--- config.mk ---
export PLATFORM = sky130hd
export DESIGN_NAME = plci_top
export DESIGN_NICKNAME = d
export VERILOG_FILES = /design/src/include/plci_pkg.sv /design/src/hw/plci_top.sv
export SDC_FILE = /design/constraint.sdc
export NUM_CORES = 1
export LEC_CHECK = 0
export BUFFER_PORTS_ARGS = -buffer_cell sky130_fd_sc_hd__buf_2
export CORE_ASPECT_RATIO = 1.4
export CORE_MARGIN = 4
export CORE_UTILIZATION = 39
export DETAILED_ROUTE_END_ITERATION = 10
export PLACE_DENSITY = 0.77
export SETUP_SLACK_MARGIN = 0.2
export SYNTH_ARGS = -nofsm -noshare
export SYNTH_HDL_FRONTEND = slang
export SYNTH_SLANG_ARGS = --single-unit
export TNS_END_PERCENT = 30
--- constraint.sdc ---
create_clock -name SYS_CLK -period 2.1 [get_ports SYS_CLK]
set_clock_uncertainty 0.15 [all_clocks]
set_input_delay 0.105 -clock SYS_CLK [delete_from_list [all_inputs] [get_ports SYS_CLK]]
set_output_delay 0.105 -clock SYS_CLK [all_outputs]
set_load 0.03 [all_outputs]
--- src/include/plci_pkg.sv ---
// Constants for the per-port link-change interrupt block
package plci_pkg;
  localparam int          PLCI_NPORT      = 5;        // Ports one to five
  localparam int          PLCI_AW         = 12;       // APB address width
  localparam int          PLCI_DW         = 32;       // APB data width
  localparam int          PLCI_RW         = 8;        // Register width
  localparam logic [11:0] PLCI_IDX_STATUS = 12'h07c;  // Status register index
  localparam logic [11:0] PLCI_IDX_MASK   = 12'h07d;  // Mask register index
  localparam logic [11:0] PLCI_ADDR_STATUS = 12'(PLCI_IDX_STATUS * 4);
  localparam logic [11:0] PLCI_ADDR_MASK   = 12'(PLCI_IDX_MASK * 4);
  localparam logic [4:0]  PLCI_STATUS_RST = 5'h00;    // Status reset value
  localparam logic [4:0]  PLCI_MASK_RST   = 5'h00;    // Mask reset value
  localparam logic [4:0]  PLCI_SYNC_RST   = 5'h00;    // Link level reset value
endpackage

--- src/hw/plci_top.sv ---
// Per-port link-change interrupt logic with APB register access
//
// What this block does
// - Link change on port sets sticky bit
// - Writing one clears bit; zero keeps
// - Status one means request pending
// - Mask bit one masks that port
// - Masks at bits 4..0; all reset zero
//
// Notes for the next engineer
// Link levels arrive from the port logic in another domain, so each bit
// passes two flops before anything reads it; only the second flop feeds
// the edge detector, never the first.
// Either edge of a link level counts as a change, so a link that drops
// and comes back inside one check interval sets the bit only once.
// The synchroniser resets to link down: a port that is already up when
// reset ends shows one change a few cycles later. Software that cares
// should clear the status after reset.
// A link change that lands in the same cycle as a write-one clear wins,
// so no change can be lost between a status read and its clear.
// Masking only gates the interrupt line; status bits still set while
// masked, and unmasking a pending bit raises the line at once.
// The bus answers with no wait states: read data is captured in the
// setup cycle and ready rises for exactly the first access cycle.
// Unmapped addresses answer with an error and zero data; writes to them
// are dropped. A write with the low byte strobe off is dropped silently.
// Bits above the port bits read as zero and ignore writes.
//
`timescale 1ns/1ps

module plci_top
  import plci_pkg::*;
(
  input  wire logic                  SYS_CLK,
  input  wire logic                  NRST,
  input  wire logic [PLCI_NPORT-1:0] LINK_UP,
  input  wire logic                  PSEL,
  input  wire logic                  PENABLE,
  input  wire logic                  PWRITE,
  input  wire logic [PLCI_AW-1:0]    PADDR,
  input  wire logic [PLCI_DW-1:0]    PWDATA,
  input  wire logic [3:0]            PSTRB,
  output logic      [PLCI_DW-1:0]    PRDATA,
  output logic                       PREADY,
  output logic                       PSLVERR,
  output logic                       IRQ
);

  logic [PLCI_NPORT-1:0] sync1_reg;
  logic [PLCI_NPORT-1:0] sync2_reg;
  logic [PLCI_NPORT-1:0] link_reg;
  logic [PLCI_NPORT-1:0] link_evt;
  logic [PLCI_NPORT-1:0] status_reg;
  logic [PLCI_NPORT-1:0] status_next;
  logic [PLCI_NPORT-1:0] mask_reg;
  logic [PLCI_NPORT-1:0] mask_next;
  logic [PLCI_DW-1:0]    prdata_reg;
  logic [PLCI_DW-1:0]    prdata_next;
  logic                  pready_reg;
  logic                  pready_next;
  logic                  pslverr_reg;
  logic                  pslverr_next;
  logic                  irq_reg;
  logic                  irq_next;
  logic                  setup_ph;
  logic                  hit_status;
  logic                  hit_mask;
  logic                  wr_ok;
  logic                  wr_status;
  logic                  wr_mask;

  // Two-flop synchroniser and a third stage for edge detection
  always_ff @(posedge SYS_CLK or negedge NRST) begin
    if (!NRST) begin
      sync1_reg <= PLCI_SYNC_RST;
      sync2_reg <= PLCI_SYNC_RST;
      link_reg  <= PLCI_SYNC_RST;
    end else begin
      sync1_reg <= LINK_UP;
      sync2_reg <= sync1_reg;
      link_reg  <= sync2_reg;
    end
  end

  // Any toggle of a synchronised link level is a link change
  assign link_evt = sync2_reg ^ link_reg;

  // Bus decode; a write lands at the access edge with PREADY high
  assign setup_ph   = PSEL && !PENABLE;
  assign hit_status = (PADDR == PLCI_ADDR_STATUS);
  assign hit_mask   = (PADDR == PLCI_ADDR_MASK);
  assign wr_ok      = PSEL && PENABLE && pready_reg && PWRITE && PSTRB[0];
  assign wr_status  = wr_ok && hit_status;
  assign wr_mask    = wr_ok && hit_mask;

  // Next status and mask; a new event wins over a same-cycle clear
  always_comb begin
    status_next = status_reg;
    mask_next   = mask_reg;
    if (wr_status) begin
      status_next = status_next & ~PWDATA[PLCI_NPORT-1:0];
    end
    status_next = status_next | link_evt;
    if (wr_mask) begin
      mask_next = PWDATA[PLCI_NPORT-1:0];
    end
  end

  always_ff @(posedge SYS_CLK or negedge NRST) begin
    if (!NRST) begin
      status_reg <= PLCI_STATUS_RST;
      mask_reg   <= PLCI_MASK_RST;
    end else begin
      status_reg <= status_next;
      mask_reg   <= mask_next;
    end
  end

  // Read data, ready and error are prepared in the setup cycle
  always_comb begin
    prdata_next  = prdata_reg;
    pslverr_next = 1'b0;
    pready_next  = setup_ph;
    if (setup_ph) begin
      prdata_next = '0;
      if (hit_status) begin
        prdata_next[PLCI_NPORT-1:0] = status_reg;
      end else if (hit_mask) begin
        prdata_next[PLCI_NPORT-1:0] = mask_reg;
      end else begin
        pslverr_next = 1'b1;
      end
    end
  end

  always_comb begin
    irq_next = |(status_next & ~mask_next);
  end

  // Bus answer and interrupt registers
  always_ff @(posedge SYS_CLK or negedge NRST) begin
    if (!NRST) begin
      prdata_reg  <= '0;
      pready_reg  <= 1'b0;
      pslverr_reg <= 1'b0;
      irq_reg     <= 1'b0;
    end else begin
      prdata_reg  <= prdata_next;
      pready_reg  <= pready_next;
      pslverr_reg <= pslverr_next;
      irq_reg     <= irq_next;
    end
  end

  assign PRDATA  = prdata_reg;
  assign PREADY  = pready_reg;
  assign PSLVERR = pslverr_reg;
  assign IRQ     = irq_reg;
endmodule // plci_top

==> flow_summary.ini <==
[outcome]
status = complete, no violations

[setup_path]
worstPathMaxFanout = 9
cp_slowest_cell = and4_1
worstSetupEndpointType = flip-flop
cp_top_family = simple AND/OR/NAND/NOR gates
critical_path_class = reg2reg
arrival_ps = 1830
cp-start-kind = flip-flop
cp.required_ps = 2170
crit_path_frequent_cell = and4_1
cp_cell_sequence = and4_1 > and4_1 > nand2_2 > a211o_1 > nand4_1
cp_slowest_stage_delay_ps = 400
timing.critical_path.buf_inv = 0

[cells_and_area]
fillCellCount = 340
diodes = 0
post-route-util_pct = 50.60
final_nets = 243
layoutNonFillerInstCount = 228
layout-drive-gt1-share_pct = 25.81
area_growth_syn_to_layout_pct = 21.43
final_cell_area_um2 = 1893

[sta]
fin_setup_tns_ps = 0
grt_setup_unrepaired = no
finalHoldViolCount = 0
max-slew-margin-rel_pct = 51.89
setup_viol = 0
worst_hold_slack_ps = 126.5
clock.fmax_mhz = 567.8
finalCritPeriodShare_pct = 83.86
finalCriticalPeriod_ps = 1761
worst_pin_slew_ps = 721.6
finalWorstSetupSlack_ps = 339.0
finalMaxSlewViolations = 0

[yosys]
synthArstFlopShare_pct = 100.0
synth_area_leader_cell = dfrtp_1
ys_warn_count = 0
syn_area_per_cell_um2 = 11.63
synth_top_area_share_pct = 52.97
yosysSeqAreaShare_pct = 52.97
synthTopCellsByArea = dfrtp_1, buf_4, mux2i_1
yosysUniqueCellTypes = 32
synth_cells = 134
ys.flop_type = dfrtp_1
ys_ff_latch = 33
synthesis.area_um2 = 1559
synth_edf_count = 0

[floorplanning]
io_pins = 93
die_x_um = 61.44
die_h_um = 82.81
start_util_pct = 41.67
rows = 26
dieArea_um2 = 5087
coreArea_um2 = 3741

[clock_network]
cts_buffers = 5
post_cts_buffers = 0
clock_path_buffers = 2
cts-resized-gates = 0
path_clk_slew_ps = 60
ctsRootBufferMaster = clkbuf_8
cts.sinks = 33
clock_latency_ps = 280
htree_levels = 2
cts_tree = built

[hold_path]
min_path_type = in2reg

[drt]
drt_iter0_drc = 22
drc = 0
wire_per_inst_um = 12.31
first_pass_iters = 4
drt-vias-per-instance = 4.596
vias = 1048
ant_nets = 0
drt_wl_total_mm = 2.806

[grt]
grt_start_max_net_pins = 34
grt_pass1_wl_mm = 4.388
grt_pass1_vias = 1037
grt_remaining_overflow = 0
globalRouteTotalUtil_pct = 11.81
antenna_found_initial = 0

[power_and_ir_drop]
p_leak_nw = 1.002
p_int_mw = 1.000
total_power_mw = 1.342
switching_share_pct = 25.44
max-vdd-ir-drop_v = 0.0005020
p_switching_uw = 341.3
p_per_area_nw_per_um2 = 708.8
p_clk_share_pct = 38.5
comb_power_share_pct = 12.4
p_seq_share_pct = 49.1

[job]
drv_cap = 0

[placement]
dp_cells = 207
hpwl_mm = 2.042
dp_slack_ps = 293.8
globalplace.congestion = 0.7681
port_buffers = 35
dpl-instance-area_um2 = 1662
==> power by group through the flow <==
stage | clock, mW | sequential (mW) | combinational (mW)
floorplan | 0 | 0.674 | 0.135
global placement | 0 | 0.670 | 0.146
detailed placement | 0 | 0.672 | 0.149
CTS | 0.543 | 0.660 | 0.167
global route | 0.569 | 0.661 | 0.180
finish | 0.516 | 0.659 | 0.167
==> synthesized netlist by cell type (2+ instances only) <==
cell type and n:
o211a_1 4, mux2i_1 5, xnor2_1 5, inv_1 7, nand2b_1 2, nor2b_1 4
mux2_2 3, nand2_1 10, dfrtp_1 33, o21ai_0 5, and4_1 2, buf_4 27
o31ai_1 5, a211o_1 3, o21bai_1 2
==> cells by family after synthesis <==
group                     count (synthesis)  synth area share, %
DFF                                      33                52.97
buffers and inverters                    37                15.97
AOI/OAI and AO/OA                        25                12.28
other                                     1               0.2405
and+or+nand+nor                          25                10.35
xor gates and xnor gates                  5                2.809
muxes                                     8                5.377
==> worst min-delay path: cells and delay by family <==
kind                   cells  cell delay (ps)
and+or+nand+nor            2              230
AOI/OAI and AO/OA          1              100
buffers and inverters      1               80
==> cell type report <==
class | instances | area, um2 | area share [%]
timing repair buffer | 48 | 305.3 | 16.13
inverter | 7 | 26.28 | 1.388
clock buffer | 7 | 96.34 | 5.089
clock inverter | 1 | 5.005 | 0.2644
tap | 42 | 52.55 | 2.776
multi-input combinational | 90 | 581.8 | 30.73
sequential | 33 | 825.8 | 43.62
==> worst paths after layout <==
check / start / end / slack (ps) / cells after the start
worst max-delay path: PREADY / IRQ / 340 / 5
worst min-delay path: PADDR[9] / PRDATA[4] / 130 / 4
worst max register to register: PREADY / IRQ / 340 / 5
worst min register to register: sync1_reg[2] / sync2_reg[2] / 200 / 0
max in group asynchronous: NRST / sync2_reg[0] / 1070 / 2
min in group asynchronous: NRST / status_reg[0] / 260 / 2
==> layout by cell type (no fill, tap or decap), drive strengths merged, types with 4 or more instances in the layout <==
| cell | instances |
|---|---|
| inv | 7 |
| o211a | 4 |
| xnor2 | 5 |
| dlygate4sd3 | 13 |
| o21ai | 5 |
| clkbuf | 7 |
| buf | 35 |
| mux2i | 5 |
| dfrtp | 33 |
| nor2b | 4 |
| conb | 27 |
| nand2 | 11 |
| o31ai | 5 |
==> routing by layer <==
| metal | part of all wire (%) | GRT usage, % | vias to the layer above | wire [um] |
|---|---|---|---|---|
| met1 | 34 | 11.19 | 480 | 954 |
| met4 | 2.9 | 7.529 | 0 | 80 |
| met5 | 0 | 0 | - | 0 |
| met3 | 14 | 4.348 | 7 | 382 |
| met2 | 50 | 20.13 | 56 | 1390 |
| li1 | - | - | 505 | - |
==> repair_timing <==
item / CTS / global route
endpoints found under the hold margin: 47 / 0
setup endpoints to repair: 0 / 0
hold buffers: 13 / 0
(Power assumes the default switching activity.)
